## config.mk

```make
export PLATFORM = sky130hd
export DESIGN_NAME = ead_decoder
export DESIGN_NICKNAME = d
export VERILOG_FILES = /design/src/shared/ead_pkg.sv /design/src/shared/ead_cost_if.sv /design/src/hw/ead_decoder.sv /design/src/hw/ead_operand_cost.sv
export SDC_FILE = /design/constraint.sdc
export NUM_CORES = 1
export LEC_CHECK = 0
export BUFFER_PORTS_ARGS = -buffer_cell sky130_fd_sc_hd__buf_2
export CAP_MARGIN = 20
export CORE_MARGIN = 4
export CORE_UTILIZATION = 59
export CTS_BUF_LIST = sky130_fd_sc_hd__clkbuf_8
export DETAILED_ROUTE_END_ITERATION = 10
export PLACE_DENSITY = 0.95
export SETUP_SLACK_MARGIN = 0.3
export SYNTH_ARGS = -nofsm -noshare
export SYNTH_HDL_FRONTEND = slang
export SYNTH_HIERARCHICAL = 1
export SYNTH_SLANG_ARGS = --single-unit
```

## constraint.sdc

```tcl
create_clock -name core_clk -period 5.7 [get_ports core_clk]
set_clock_uncertainty 0.15 [all_clocks]
set_input_delay 0.57 -clock core_clk [delete_from_list [all_inputs] [get_ports core_clk]]
set_output_delay 0.57 -clock core_clk [all_outputs]
set_load 0.1 [all_outputs]
```

## src/shared/ead_pkg.sv

```systemverilog
// Package: constants and types for the effective-address decoder
package ead_pkg;
	localparam int EA_W = 5;
	localparam int DATA_W = 16;
	localparam logic [4:0] EA_REG_LAST = 5'h07;
	localparam logic [4:0] EA_IND_FIRST = 5'h08;
	localparam logic [4:0] EA_IND_LAST = 5'h0b;
	localparam logic [4:0] EA_INC_FIRST = 5'h0c;
	localparam logic [4:0] EA_INC_LAST = 5'h0f;
	localparam logic [4:0] EA_D8_FIRST = 5'h10;
	localparam logic [4:0] EA_D8_LAST = 5'h17;
	localparam logic [4:0] EA_D16_FIRST = 5'h18;
	localparam logic [4:0] EA_D16_LAST = 5'h1b;
	localparam logic [4:0] EA_IDX0 = 5'h1c;
	localparam logic [4:0] EA_IDX1 = 5'h1d;
	localparam logic [4:0] EA_PCREL = 5'h1e;
	localparam logic [4:0] EA_DIRECT = 5'h1f;
	localparam logic [2:0] INDEX_REG_NUM = 3'h7;
	// Extension byte counts
	localparam logic [1:0] EXT_NONE = 2'h0;
	localparam logic [1:0] EXT_ONE = 2'h1;
	localparam logic [1:0] EXT_TWO = 2'h2;
	// Address and operand cycles, register and operand accesses, operand sizes in bytes
	localparam logic [3:0] CYC_ONE = 4'h1;
	localparam logic [3:0] CYC_TWO = 4'h2;
	localparam logic [3:0] CYC_FOUR = 4'h4;
	localparam logic [3:0] CYC_EIGHT = 4'h8;
	localparam logic [3:0] CYC_ZERO = 4'h0;
	localparam logic [2:0] ACC_ZERO = 3'h0;
	localparam logic [2:0] ACC_ONE = 3'h1;
	localparam logic [2:0] ACC_TWO = 3'h2;
	localparam logic [2:0] ACC_FOUR = 3'h4;
	localparam logic [2:0] SIZE_BYTE = 3'h1;
	localparam logic [2:0] SIZE_WORD = 3'h2;
	localparam logic [2:0] SIZE_LONG = 3'h4;

	typedef enum logic [3:0] {
		EAD_MODE_REG = 4'h0,
		EAD_MODE_IND = 4'h1,
		EAD_MODE_POSTINC = 4'h2,
		EAD_MODE_SDISP = 4'h3,
		EAD_MODE_LDISP = 4'h4,
		EAD_MODE_INDEX = 4'h5,
		EAD_MODE_PCREL = 4'h6,
		EAD_MODE_DIRECT = 4'h7
	} ead_mode_e;

	typedef enum logic [1:0] {
		EAD_SZ_BYTE = 2'h0,
		EAD_SZ_WORD = 2'h1,
		EAD_SZ_LONG = 2'h2
	} ead_size_e;

	typedef enum logic [1:0] {
		EAD_BUS_INTREG = 2'h0,
		EAD_BUS_INTMEM = 2'h1,
		EAD_BUS_EXT16 = 2'h2,
		EAD_BUS_EXT8 = 2'h3
	} ead_bus_e;
endpackage
```

## src/shared/ead_cost_if.sv

```systemverilog
// Interface: operand access cost query between decoder and cost table
`timescale 1ns/10ps
`default_nettype none
interface ead_cost_if;
	ead_pkg::ead_size_e size;
	ead_pkg::ead_bus_e bus;
	logic odd;
	logic [3:0] cycles;
	logic [2:0] accesses;
	modport requester (output size, output bus, output odd,
		input cycles, input accesses);
	modport provider (input size, input bus, input odd,
		output cycles, output accesses);
endinterface
`default_nettype wire

```

## src/hw/ead_decoder.sv

```systemverilog
// Effective-address decoder with operand cycle accounting
// ==========================================================
// Summary of operation
// - Codes 00-07 pick a register operand; others pick computed memory.
// - Codes 08-1F decode as memory modes of a 5-bit field.
// - Codes 0C-0F use word registers 0-3, then post-increment them.
// - Codes 10-17 add word register 0-7 and one-byte displacement.
// - Codes 18-1B add word register 0-3 and two-byte displacement.
// - 1C is reg0 plus reg7, 1D reg1 plus reg7; no extension.
// - 1E is PC plus 16-bit displacement; 1F a direct address.
// - Extension bytes: 0, 1 or 2 by mode.
// - Address cycles: 0, 2, 4 or 1 by mode.
// - Register accesses: 0, 1 or 2 by mode.
// - Byte operand: one access, +1 cycle on external buses.
// - Word operand cost by internal/16-bit bus and alignment.
// - Long operand cost by alignment, internal or 16-bit bus.
// - 8-bit bus: word two accesses +4, long four +8.
// - External accesses also count inserted wait cycles.
// - Relative branch offset is added to the program counter.
`timescale 1ns/10ps
`default_nettype none
module ead_decoder #(
	parameter int DATA_W = ead_pkg::DATA_W
) (
	input wire logic core_clk,
	input wire logic rst,
	input wire logic dec_valid,
	input wire logic [4:0] ea_code,
	input wire ead_pkg::ead_size_e op_size,
	input wire ead_pkg::ead_bus_e bus_type,
	input wire logic [3:0] wait_cycles,
	input wire logic [8*DATA_W-1:0] word_general_register,
	input wire logic [DATA_W-1:0] pc,
	input wire logic [7:0] short_displacement,
	input wire logic [DATA_W-1:0] long_displacement,
	input wire logic [DATA_W-1:0] direct_sixteen_bit_address,
	input wire logic branch_valid,
	input wire logic [7:0] rel_offset,
	input wire logic access_done,
	output logic out_valid,
	output logic is_register,
	output ead_pkg::ead_mode_e mode,
	output logic [2:0] reg_num,
	output logic long_pair_bad,
	output logic [DATA_W-1:0] eff_addr,
	output logic [1:0] ext_bytes,
	output logic [3:0] addr_cycles,
	output logic [1:0] reg_accesses,
	output logic [3:0] op_cycles,
	output logic [2:0] op_accesses,
	output logic [4:0] total_cycles,
	output logic [DATA_W-1:0] branch_target,
	output logic inc_valid,
	output logic [1:0] inc_reg,
	output logic [DATA_W-1:0] inc_value
);
	// ==========================================================
	// Combinational decode
	ead_cost_if cost_bus ();
	ead_operand_cost u_cost (.cost(cost_bus.provider));

	logic [DATA_W-1:0] wreg [8];
	genvar gi;
	generate
		for (gi = 0; gi < 8; gi++) begin : g_reg
			assign wreg[gi] = word_general_register[gi*DATA_W +: DATA_W];
		end
	endgenerate

	ead_pkg::ead_mode_e mode_next;
	logic [DATA_W-1:0] addr_next;
	logic [1:0] ext_next;
	logic [3:0] acyc_next;
	logic [1:0] racc_next;
	logic [2:0] rnum_next;
	logic [DATA_W-1:0] sdisp;
	logic memory_op;
	logic [2:0] size_bytes;

	assign sdisp = {{(DATA_W-8){short_displacement[7]}}, short_displacement};
	assign memory_op = (ea_code > ead_pkg::EA_REG_LAST);

	always_comb begin
		mode_next = ead_pkg::EAD_MODE_REG;
		addr_next = '0;
		ext_next = ead_pkg::EXT_NONE;
		acyc_next = ead_pkg::CYC_ZERO;
		racc_next = 2'h0;
		rnum_next = ea_code[2:0];
		if (!memory_op) begin
			if (op_size == ead_pkg::EAD_SZ_LONG) begin
				rnum_next = {1'b0, ea_code[2:1]};
			end
		end else if (ea_code <= ead_pkg::EA_IND_LAST) begin
			mode_next = ead_pkg::EAD_MODE_IND;
			addr_next = wreg[ea_code[1:0]];
			acyc_next = ead_pkg::CYC_TWO;
			racc_next = ead_pkg::ACC_ONE[1:0];
			rnum_next = {1'b0, ea_code[1:0]};
		end else if (ea_code <= ead_pkg::EA_INC_LAST) begin
			mode_next = ead_pkg::EAD_MODE_POSTINC;
			addr_next = wreg[ea_code[1:0]];
			acyc_next = ead_pkg::CYC_FOUR;
			racc_next = ead_pkg::ACC_TWO[1:0];
			rnum_next = {1'b0, ea_code[1:0]};
		end else if (ea_code <= ead_pkg::EA_D8_LAST) begin
			mode_next = ead_pkg::EAD_MODE_SDISP;
			addr_next = wreg[ea_code[2:0]] + sdisp;
			ext_next = ead_pkg::EXT_ONE;
			acyc_next = ead_pkg::CYC_TWO;
			racc_next = ead_pkg::ACC_ONE[1:0];
		end else if (ea_code <= ead_pkg::EA_D16_LAST) begin
			mode_next = ead_pkg::EAD_MODE_LDISP;
			addr_next = wreg[ea_code[1:0]] + long_displacement;
			ext_next = ead_pkg::EXT_TWO;
			acyc_next = ead_pkg::CYC_TWO;
			racc_next = ead_pkg::ACC_ONE[1:0];
			rnum_next = {1'b0, ea_code[1:0]};
		end else if (ea_code == ead_pkg::EA_IDX0 ||
			ea_code == ead_pkg::EA_IDX1) begin
			mode_next = ead_pkg::EAD_MODE_INDEX;
			addr_next = wreg[{2'b00, ea_code[0]}] +
				wreg[ead_pkg::INDEX_REG_NUM];
			acyc_next = ead_pkg::CYC_FOUR;
			racc_next = ead_pkg::ACC_TWO[1:0];
			rnum_next = {2'b00, ea_code[0]};
		end else if (ea_code == ead_pkg::EA_PCREL) begin
			mode_next = ead_pkg::EAD_MODE_PCREL;
			addr_next = pc + long_displacement;
			ext_next = ead_pkg::EXT_TWO;
			acyc_next = ead_pkg::CYC_TWO;
		end else begin
			mode_next = ead_pkg::EAD_MODE_DIRECT;
			addr_next = direct_sixteen_bit_address;
			ext_next = ead_pkg::EXT_TWO;
			acyc_next = ead_pkg::CYC_ONE;
		end
	end

	// Register operands cost as internal registers regardless of bus input
	assign cost_bus.size = op_size;
	assign cost_bus.bus = memory_op ? bus_type : ead_pkg::EAD_BUS_INTREG;
	assign cost_bus.odd = addr_next[0];

	logic ext_bus;
	assign ext_bus = memory_op && (bus_type == ead_pkg::EAD_BUS_EXT16 ||
		bus_type == ead_pkg::EAD_BUS_EXT8);

	always_comb begin
		case (op_size)
			ead_pkg::EAD_SZ_BYTE: size_bytes = ead_pkg::SIZE_BYTE;
			ead_pkg::EAD_SZ_WORD: size_bytes = ead_pkg::SIZE_WORD;
			default: size_bytes = ead_pkg::SIZE_LONG;
		endcase
	end

	// ==========================================================
	// Decode result registers
	always_ff @(posedge core_clk or posedge rst) begin
		if (rst) begin
			out_valid <= 1'b0;
			is_register <= 1'b0;
			mode <= ead_pkg::EAD_MODE_REG;
			reg_num <= 3'h0;
			long_pair_bad <= 1'b0;
			eff_addr <= '0;
			ext_bytes <= 2'h0;
			addr_cycles <= 4'h0;
			reg_accesses <= 2'h0;
			op_cycles <= 4'h0;
			op_accesses <= 3'h0;
			total_cycles <= 5'h0;
		end else begin
			out_valid <= dec_valid;
			if (dec_valid) begin
				is_register <= !memory_op;
				mode <= mode_next;
				reg_num <= rnum_next;
				// Odd code with long type names no distinct pair
				long_pair_bad <= !memory_op && ea_code[0] &&
					op_size == ead_pkg::EAD_SZ_LONG;
				eff_addr <= addr_next;
				ext_bytes <= ext_next;
				addr_cycles <= acyc_next;
				reg_accesses <= racc_next;
				op_cycles <= cost_bus.cycles;
				op_accesses <= cost_bus.accesses;
				// Waits count only when the external bus is really used
				total_cycles <= 5'({1'b0, acyc_next}) +
					5'({1'b0, cost_bus.cycles}) +
					(ext_bus ? 5'({1'b0, wait_cycles}) : 5'h0);
			end
		end
	end

	// ==========================================================
	// Branch target
	always_ff @(posedge core_clk or posedge rst) begin
		if (rst) begin
			branch_target <= '0;
		end else if (branch_valid) begin
			branch_target <= pc + {{(DATA_W-8){rel_offset[7]}},
				rel_offset};
		end
	end

	// ==========================================================
	// Post-increment writeback
	logic pending_reg;
	logic [1:0] pend_reg_reg;
	logic [DATA_W-1:0] pend_val_reg;

	always_ff @(posedge core_clk or posedge rst) begin
		if (rst) begin
			pending_reg <= 1'b0;
			pend_reg_reg <= 2'h0;
			pend_val_reg <= '0;
			inc_valid <= 1'b0;
			inc_reg <= 2'h0;
			inc_value <= '0;
		end else begin
			inc_valid <= 1'b0;
			if (dec_valid && mode_next == ead_pkg::EAD_MODE_POSTINC) begin
				pending_reg <= 1'b1;
				pend_reg_reg <= ea_code[1:0];
				pend_val_reg <= addr_next +
					DATA_W'(size_bytes);
			end else if (pending_reg && access_done) begin
				// Update only after the access so the old pointer is used
				pending_reg <= 1'b0;
				inc_valid <= 1'b1;
				inc_reg <= pend_reg_reg;
				inc_value <= pend_val_reg;
			end
		end
	end

	// ==========================================================
	// Checks
	ext_count_a: assert property (
		@(posedge core_clk) disable iff (rst)
		dec_valid && ea_code >= ead_pkg::EA_D8_FIRST &&
		ea_code <= ead_pkg::EA_D8_LAST |=> ext_bytes == ead_pkg::EXT_ONE)
		else $error("short displacement extension count wrong");
	ext_two_a: assert property (
		@(posedge core_clk) disable iff (rst)
		dec_valid && (ea_code == ead_pkg::EA_PCREL ||
		ea_code == ead_pkg::EA_DIRECT) |=> ext_bytes == ead_pkg::EXT_TWO)
		else $error("two-byte extension missing");
	reg_direct_a: assert property (
		@(posedge core_clk) disable iff (rst)
		dec_valid |=>
		is_register == ($past(ea_code) <= ead_pkg::EA_REG_LAST))
		else $error("register direct flag wrong");
	long_pair_a: assert property (
		@(posedge core_clk) disable iff (rst)
		dec_valid && ea_code <= ead_pkg::EA_REG_LAST &&
		op_size == ead_pkg::EAD_SZ_LONG |=>
		reg_num == {1'b0, $past(ea_code[2:1])})
		else $error("long pair number wrong");
	addr_cyc_a: assert property (
		@(posedge core_clk) disable iff (rst)
		dec_valid && ea_code == ead_pkg::EA_DIRECT |=>
		addr_cycles == ead_pkg::CYC_ONE && reg_accesses == 2'h0)
		else $error("direct address cost wrong");
	idx_acc_a: assert property (
		@(posedge core_clk) disable iff (rst)
		dec_valid && ea_code == ead_pkg::EA_IDX1 |=>
		addr_cycles == ead_pkg::CYC_FOUR && reg_accesses == 2'h2 &&
		eff_addr == $past(wreg[1]) + $past(wreg[7]))
		else $error("index mode wrong");
	ext8_cost_a: assert property (
		@(posedge core_clk) disable iff (rst)
		dec_valid && memory_op && bus_type == ead_pkg::EAD_BUS_EXT8 &&
		op_size == ead_pkg::EAD_SZ_LONG |=>
		op_cycles == ead_pkg::CYC_EIGHT && op_accesses == ead_pkg::ACC_FOUR)
		else $error("8-bit bus long cost wrong");
	byte_cost_a: assert property (
		@(posedge core_clk) disable iff (rst)
		dec_valid && memory_op && op_size == ead_pkg::EAD_SZ_BYTE |=>
		op_accesses == ead_pkg::ACC_ONE &&
		op_cycles == (($past(bus_type) == ead_pkg::EAD_BUS_EXT16 ||
		$past(bus_type) == ead_pkg::EAD_BUS_EXT8) ? ead_pkg::CYC_ONE :
		ead_pkg::CYC_ZERO))
		else $error("byte cost wrong");
	word_odd_a: assert property (
		@(posedge core_clk) disable iff (rst)
		dec_valid && memory_op && op_size == ead_pkg::EAD_SZ_WORD &&
		bus_type == ead_pkg::EAD_BUS_EXT16 && addr_next[0] |=>
		op_cycles == ead_pkg::CYC_FOUR && op_accesses == ead_pkg::ACC_TWO)
		else $error("odd word cost on 16-bit bus wrong");
	// Built from the registered fields, so a wrong sum cannot hide
	wait_add_a: assert property (
		@(posedge core_clk) disable iff (rst)
		dec_valid |=> total_cycles == 5'(addr_cycles) + 5'(op_cycles) +
		(($past(ea_code) > ead_pkg::EA_REG_LAST &&
		$past(bus_type) >= ead_pkg::EAD_BUS_EXT16) ?
		5'($past(wait_cycles)) : 5'h0))
		else $error("total cycles wrong");
	inc_size_a: assert property (
		@(posedge core_clk) disable iff (rst)
		dec_valid && ea_code == ead_pkg::EA_INC_FIRST &&
		op_size == ead_pkg::EAD_SZ_WORD ##1 !dec_valid && access_done |=>
		inc_valid && inc_reg == 2'h0 &&
		inc_value == $past(wreg[0], 2) + 16'h0002)
		else $error("post-increment update wrong");
	branch_a: assert property (
		@(posedge core_clk) disable iff (rst)
		branch_valid |=> branch_target ==
		$past(pc) + {{8{$past(rel_offset[7])}}, $past(rel_offset)})
		else $error("branch target wrong");
	cov_pcrel_c: cover property (@(posedge core_clk) disable iff (rst)
		dec_valid && ea_code == ead_pkg::EA_PCREL);
	cov_inc_c: cover property (@(posedge core_clk) inc_valid);
	cov_odd_c: cover property (@(posedge core_clk) disable iff (rst)
		dec_valid && memory_op && addr_next[0] &&
		op_size == ead_pkg::EAD_SZ_LONG);
endmodule
`default_nettype wire

```

## src/hw/ead_operand_cost.sv

```systemverilog
// Operand access cost table by width, alignment and bus type
`timescale 1ns/10ps
`default_nettype none
module ead_operand_cost (
	ead_cost_if.provider cost
);
	always_comb begin
		cost.cycles = ead_pkg::CYC_ZERO;
		cost.accesses = ead_pkg::ACC_ONE;
		case (cost.size)
			ead_pkg::EAD_SZ_BYTE: begin
				cost.accesses = ead_pkg::ACC_ONE;
				if (cost.bus == ead_pkg::EAD_BUS_EXT16 ||
					cost.bus == ead_pkg::EAD_BUS_EXT8) begin
					cost.cycles = ead_pkg::CYC_ONE;
				end
			end
			ead_pkg::EAD_SZ_WORD: begin
				case (cost.bus)
					ead_pkg::EAD_BUS_INTREG: begin
						cost.accesses = ead_pkg::ACC_ONE;
					end
					ead_pkg::EAD_BUS_INTMEM: begin
						cost.accesses = cost.odd ? ead_pkg::ACC_TWO : ead_pkg::ACC_ONE;
						cost.cycles = cost.odd ? ead_pkg::CYC_TWO : ead_pkg::CYC_ZERO;
					end
					ead_pkg::EAD_BUS_EXT16: begin
						cost.accesses = cost.odd ? ead_pkg::ACC_TWO : ead_pkg::ACC_ONE;
						cost.cycles = cost.odd ? ead_pkg::CYC_FOUR : ead_pkg::CYC_ONE;
					end
					default: begin
						cost.accesses = ead_pkg::ACC_TWO;
						cost.cycles = ead_pkg::CYC_FOUR;
					end
				endcase
			end
			default: begin
				case (cost.bus)
					ead_pkg::EAD_BUS_INTREG: begin
						cost.accesses = ead_pkg::ACC_TWO;
					end
					ead_pkg::EAD_BUS_INTMEM: begin
						cost.accesses = cost.odd ? ead_pkg::ACC_FOUR : ead_pkg::ACC_TWO;
						cost.cycles = cost.odd ? ead_pkg::CYC_FOUR : ead_pkg::CYC_ZERO;
					end
					ead_pkg::EAD_BUS_EXT16: begin
						cost.accesses = cost.odd ? ead_pkg::ACC_FOUR : ead_pkg::ACC_TWO;
						cost.cycles = cost.odd ? ead_pkg::CYC_EIGHT : ead_pkg::CYC_TWO;
					end
					default: begin
						cost.accesses = ead_pkg::ACC_FOUR;
						cost.cycles = ead_pkg::CYC_EIGHT;
					end
				endcase
			end
		endcase
	end
endmodule
`default_nettype wire

```

==> run_results.csv, run 1 <==
group,metric,value,unit
status,status,"completed",
timing,timing.final.crit_share,88.74,%
floorplanning,coreArea,16640,µm²
cts,clockBufferDepth,2,
cts,cts_root_buffer,"clkbuf_8",
global_routing,antenna_found_initial,0,
yosys,synth-edff-count,0,
yosys,synth_cell_types,100,
floorplanning,die_area,19210,µm²
cts,htree_num_levels,3,
floorplanning,num_io_pins,291,
yosys,yosysTopAreaCellShare,24.12,%
yosys,async_reset_ff_share,100.0,%
global_routing,grt_max_degree,82,
drt,drcViolationCount,0,
timing,fin_ws,0.6418,ns
yosys,synthesis.area,10060,µm²
cts,clkLatencyLatePin,0.37,ns
yosys,ys_seq_elements,97,
finish,finalNonFillerCells,1644,
critical_path,r2r_slack,3.89,ns
floorplanning,die_y,138.6,µm
min_path,hp-class,"in2reg",
placed_design,io_buffers,288,
cts,cts_buffers,9,
timing,holdWs,0.2361,ns
timing,fmax,0.1977,GHz
timing,relSlewSlack,33.59,%
timing,maxSlewViolCount,0,
drt,wl_per_cell,20.26,µm
drt,drtIter0Drc,967,
yosys,synth_flop_cell,"dfrtp_1",
finish,area_growth,17.72,%
global_routing,grt_pass1_wl,53070,µm
critical_path,cp_max_fo,17,
critical_path,reg2reg_depth,2,
drt,ant_nets,0,
yosys,synth_common_cells,"99 x nand2_1, 97 x dfrtp_1, 96 x nor2_1, 87 x ha_1, 86 x a21oi_1",
timing,tns,0,ns
floorplanning,rows,47,
cts,clk_pin_slew,0.09,ns
placed_design,dp_hpwl,27000,µm
drt,routed_wl,33310,µm
placed_design,place_congestion,0.9851,
global_routing,grtUsageTotal,33.63,%
critical_path,r2r_end,"inc_value[2]$_DFFE_PP0P_",
run,cap_violations,0,
min_path,holdPathStages,2,
drt,num_vias,10439,
finish,fill_cells,1280,
pwr,swShare,54.97,%
timing,rsz0062_at_grt,"false",
finish,diodes,0,
pwr,power_frac_clock,12.0,%
yosys,syn_inst,1150,
pwr,cellLeakagePower,5.736,nW
yosys,yosys.area.top_type,"dfrtp_1",
yosys,yosysMostFrequentCell,"nand2_1",
min_path,worstHoldEndpoint,"pending_reg$_DFFE_PP0P_",
drt,vias_per_cell,6.350,
cts,cts_num_sinks,97,
pwr,internal-power,1.579,mW
finish,drive_gt1_share,31.04,%
yosys,synth_area_leaders,"dfrtp_1 24%, ha_1 11%, mux2_2 6.5%",
timing,finalSetupViolations,0,
pwr,p_comb_share,61.4,%
critical_path,cp.arrival,5.19,ns
pwr,ir_worst_vdd,0.4017,mV
critical_path,cp-start-kind,"input pin",
yosys,ys_warn_count,6,
placed_design,dpl.cell_count,1628,
yosys,syn_area_per_cell,8.751,µm²
floorplanning,initial_core_util,60.47,%
critical_path,cp-end-kind,"register",
pwr,power.share.sequential,26.6,%
global_routing,grt_pass1_vias,10412,
timing,fin_crit,5.058,ns
pwr,p_sw,1.927,mW
yosys,synth_seq_area_share,24.12,%
cts,cts_tree,"built",
critical_path,required,5.83,ns
drt,drt_pass1_iterations,6,
min_path,worst_hold_startpoint,"access_done",
critical_path,reg2reg_from,"pending_reg$_DFFE_PP0P_",
timing,hold_viol,0,
floorplanning,die_w,138.6,µm
placed_design,pre_cts_slack,0.3712,ns
pwr,p_per_area,295.9,nW/µm²
timing,worst_pin_slew,0.9962,ns
global_routing,grt_remaining_overflow,0,
critical_path,criticalPathCategory,"in2reg",
finish,layout.nets,1727,
stage by stage:
step,util (%),area (µm²),total power [mW]
floorplan,-,10090,2.609
global placement,70.10,11670,3.014
detailed placement,70.10,11670,3.068
CTS,71.18,11850,3.495
global route,71.18,11850,3.675
finish,71.18,11850,3.506
critical path, cell delays in order:
cell and delay (ns):
buf_2 0.24, buf_4 0.33, mux2_2 0.38, o21ai_0 0.35, inv_1 0.08, ha_1 0.33
nor2b_1 0.18, o311ai_0 0.31, o21ai_0 0.14, o22ai_1 0.41, ha_1 0.27, a21oi_1 0.10
or3_2 0.48, a211oi_4 0.28, nand4b_2 0.19, o31a_1 0.34, o31ai_1 0.20
power by group through the flow:
stage / clock network [mW] / logic (mW) / registers [mW]
finish: 0.421 / 2.15 / 0.933
global placement: 0 / 2.09 / 0.928
floorplan: 0 / 0.807 / 1.80
global route: 0.460 / 2.27 / 0.950
detailed placement: 0 / 2.13 / 0.942
CTS: 0.427 / 2.14 / 0.931
cells by family (layout without fill, tap and decap cells):
group / after synthesis / count (layout) / synth area share, %
AOI/OAI and AO/OA: 334 / 334 / 22.53
xor gates and xnor gates: 49 / 49 / 4.265
adders and majority gates: 97 / 97 / 12.81
buffers and inverters: 107 / 380 / 4.799
DFF: 97 / 97 / 24.12
muxes: 111 / 111 / 14.05
other: 1 / 2 / 0.03726
and+or+nand+nor: 354 / 354 / 17.39
layer usage:
metal	GRT usage, %	share of wire, %	vias to the layer above
met2	58.45	49	599
met1	42.22	39	4921
li1	-	-	4819
met4	13.57	4.1	0
met3	4.793	8.1	100
met5	0	0	-
layout make-up:
type	instances	area, µm²	area share [%]
repair buffers	306	1579	13.33
flip-flops and latches	97	2427	20.49
well taps	220	275.3	2.324
clock inverters	5	32.53	0.2746
multi-input cells	947	7171	60.53
inverters	59	224.0	1.891
clock buffers	10	137.6	1.162
how the worst max path moves through the flow:
| stage | startpoint | endpoint | depth (start not counted) |
|---|---|---|---|
| after CTS | ea_code[0] | pend_val_reg[15]$_DFFE_PP0P_ | 17 |
| final | ea_code[0] | pend_val_reg[15]$_DFFE_PP0P_ | 17 |
| after global routing | ea_code[0] | pend_val_reg[15]$_DFFE_PP0P_ | 17 |
| after floorplan | ea_code[0] | pend_val_reg[15]$_DFFE_PP0P_ | 21 |
| after global placement | ea_code[0] | pend_val_reg[15]$_DFFE_PP0P_ | 17 |
| after detailed placement | ea_code[0] | pend_val_reg[15]$_DFFE_PP0P_ | 17 |
cell usage in the layout, fill, tap and decap left out, types with 17 or more instances in the layout:
cell type,instances
xnor2_1,31
nor2_1,96
mux4_2,18
mux2i_1,31
a211oi_1,19
nand2_1,99
inv_1,58
buf_4,17
xor2_1,18
nor3_1,25
a21oi_1,86
mux2_2,58
dfrtp_1,97
nand3_1,26
o21ai_0,67
ha_1,87
buf_2,288
a21o_1,19
what timing repair did:
action,CTS,global route
gates resized for setup,0,0
hold buffers,1,0
endpoints found under the setup margin,0,0
hold endpoints to repair,16,0
buffers inserted,0,0
No activity file was read; power rests on OpenSTA's default activity.
==> inputs of run 2 (changes only) <==
Settings changed: REMOVE_ABC_BUFFERS set to 1.
==> run 2 against run 1 <==
Compared with the run above:
- global-route usage increased by 0.090 points
- largest power group unchanged
- critical path type unchanged
- critical endpoint unchanged
- cell count decreased by 0.12%
- worst setup slack improved by 0.11 ns
- critical path depth unchanged
==> run_results.csv, run 2 (same netlist as run 1, synthesis figures left out) <==
group,metric,value,unit
drt,ant_nets,0,
pwr,power_frac_clock,12.8,%
global_routing,grt_pass1_wl,52860,µm
cts,cts_root_buffer,"clkbuf_8",
floorplanning,coreArea,16640,µm²
drt,num_vias,10501,
placed_design,io_buffers,288,
finish,layout.nets,1723,
cts,htree_num_levels,3,
cts,clk_pin_slew,0.11,ns
finish,fin_area,11830,µm²
timing,maxSlewViolCount,0,
global_routing,grt_max_degree,66,
floorplanning,rows,47,
timing,fmax,0.2019,GHz
global_routing,antenna_found_initial,0,
timing,hold_viol,0,
drt,drtIter0Drc,832,
pwr,swShare,55.28,%
drt,vias_per_cell,6.395,
pwr,p_per_area,298.2,nW/µm²
pwr,power,3.528,mW
critical_path,cp.arrival,5.10,ns
finish,final_common_cell,"buf_2",
floorplanning,initial_core_util,60.47,%
drt,routed_wl,33790,µm
critical_path,cp-start-kind,"input pin",
floorplanning,die_y,138.6,µm
pwr,p_sw,1.950,mW
pwr,internal-power,1.578,mW
run,cap_violations,0,
global_routing,grt_remaining_overflow,0,
status,status,"completed",
finish,mostFrequentLayoutCells,"287 x buf_2, 99 x nand2_1, 97 x dfrtp_1",
drt,wl_per_cell,20.58,µm
critical_path,criticalPathCategory,"in2reg",
cts,postCtsHoldBufs,0,
critical_path,r2r_end,"inc_value[5]$_DFFE_PP0P_",
timing,tns,0,ns
global_routing,grt_pass1_vias,10153,
timing,fin_crit,4.952,ns
critical_path,cp-end-kind,"register",
floorplanning,die_area,19210,µm²
cts,cts-resized-gates,0,
floorplanning,die_w,138.6,µm
critical_path,cp-startpoint,"ea_code[0]",
pwr,p_comb_share,61.1,%
placed_design,place_area,11640,µm²
cts,cts_num_sinks,97,
critical_path,r2r_slack,3.93,ns
floorplanning,num_io_pins,291,
pwr,ir_worst_vdd,0.4049,mV
placed_design,place_congestion,0.9539,
critical_path,reg2reg_from,"pending_reg$_DFFE_PP0P_",
cts,cts_tree,"built",
timing,worst_pin_slew,0.8510,ns
cts,clkLatencyLatePin,0.39,ns
cts,postCtsSetupBuffers,0,
finish,area_growth,17.58,%
cts,clockBufferDepth,2,
cts,cts_buffers,9,
global_routing,grtUsageTotal,33.72,%
timing,timing.final.crit_share,86.87,%
pwr,cellLeakagePower,5.730,nW
timing,relSlewSlack,43.27,%
critical_path,cp-endpoint,"pend_val_reg[15]$_DFFE_PP0P_",
timing,finalSetupViolations,0,
critical_path,cp_max_fo,16,
critical_path,required,5.85,ns
min_path,hp-class,"in2async",
pwr,power.share.sequential,26.1,%
finish,fill_cells,1302,
placed_design,dp_hpwl,27200,µm
timing,rsz0062_at_grt,"false",
finish,drive_gt1_share,30.96,%
drt,drt_pass1_iterations,5,
drt,drcViolationCount,0,
critical_path,reg2reg_depth,2,
-- run 2: power by group through the flow --
stage / Combinational [mW] / Clock (mW) / Sequential, mW
after floorplan: 0.763 / 0 / 1.81
after global placement: 2.09 / 0 / 0.924
after detailed placement: 2.13 / 0 / 0.935
after CTS: 2.14 / 0.454 / 0.922
after global routing: 2.27 / 0.490 / 0.942
final: 2.16 / 0.451 / 0.923
-- run 2: through the flow --
stage | cells | utilization [%] | setup WS (ns) | hold WS (ns)
final | 1642 | 71.10 | 0.7481 | 0.04497
after global routing | 1641 | 71.08 | 0.4564 | 0.07446
after CTS | 1641 | 71.08 | 0.8231 | 0.05372
after detailed placement | 1625 | 69.97 | 0.4299 | 0.3141
after global placement | 1625 | 69.97 | 0.5262 | 0.3053
after floorplan | 1103 | - | 1.224 | 0.2929
-- run 2: cell type report --
cell class / count / area (µm²) / area share [%]
clock inverter: 7 / 61.31 / 0.5181
inverter: 59 / 224.0 / 1.893
tap: 220 / 275.3 / 2.326
multi-input combinational: 947 / 7157 / 60.48
antenna: 1 / 2.502 / 0.02115
clock buffer: 9 / 123.9 / 1.047
sequential: 97 / 2427 / 20.51
timing repair buffer: 302 / 1562 / 13.20
-- run 2: critical path, stage by stage --
cell and delay (ns):
buf_4 0.18, mux2_2 0.29, nor2_1 0.05, a21oi_1 0.23, inv_1 0.12, o21ai_0 0.30
fa_1 0.48, a221oi_1 0.74, inv_1 0.10, ha_1 0.31, a21o_1 0.11, a21oi_1 0.09
or3_2 0.46, a211oi_2 0.36, nand4b_2 0.20, o31a_1 0.32, o31ai_1 0.17
-- run 2: routing by layer --
metal	wire (µm)	track usage (%)
met1	13440	44.09
met2	16130	56.58
met3	3026	5.690
met4	1181	12.27
met5	0	0
-- run 2: worst min path at each step --
stage,slack (ns),cells past startpoint,from,to
floorplan,0.29,2,pend_val_reg[14]$_DFFE_PP0P_,pend_val_reg[14]$_DFFE_PP0P_
global placement,0.31,2,pend_val_reg[7]$_DFFE_PP0P_,pend_val_reg[7]$_DFFE_PP0P_
detailed placement,0.31,1,branch_target[6]$_DFFE_PP0P_,branch_target[6]$_DFFE_PP0P_
CTS,0.05,2,rst,mode[0]$_DFFE_PP0P_
global route,0.07,2,rst,inc_value[0]$_DFFE_PP0P_
finish,0.04,2,rst,out_valid$_DFF_PP0_
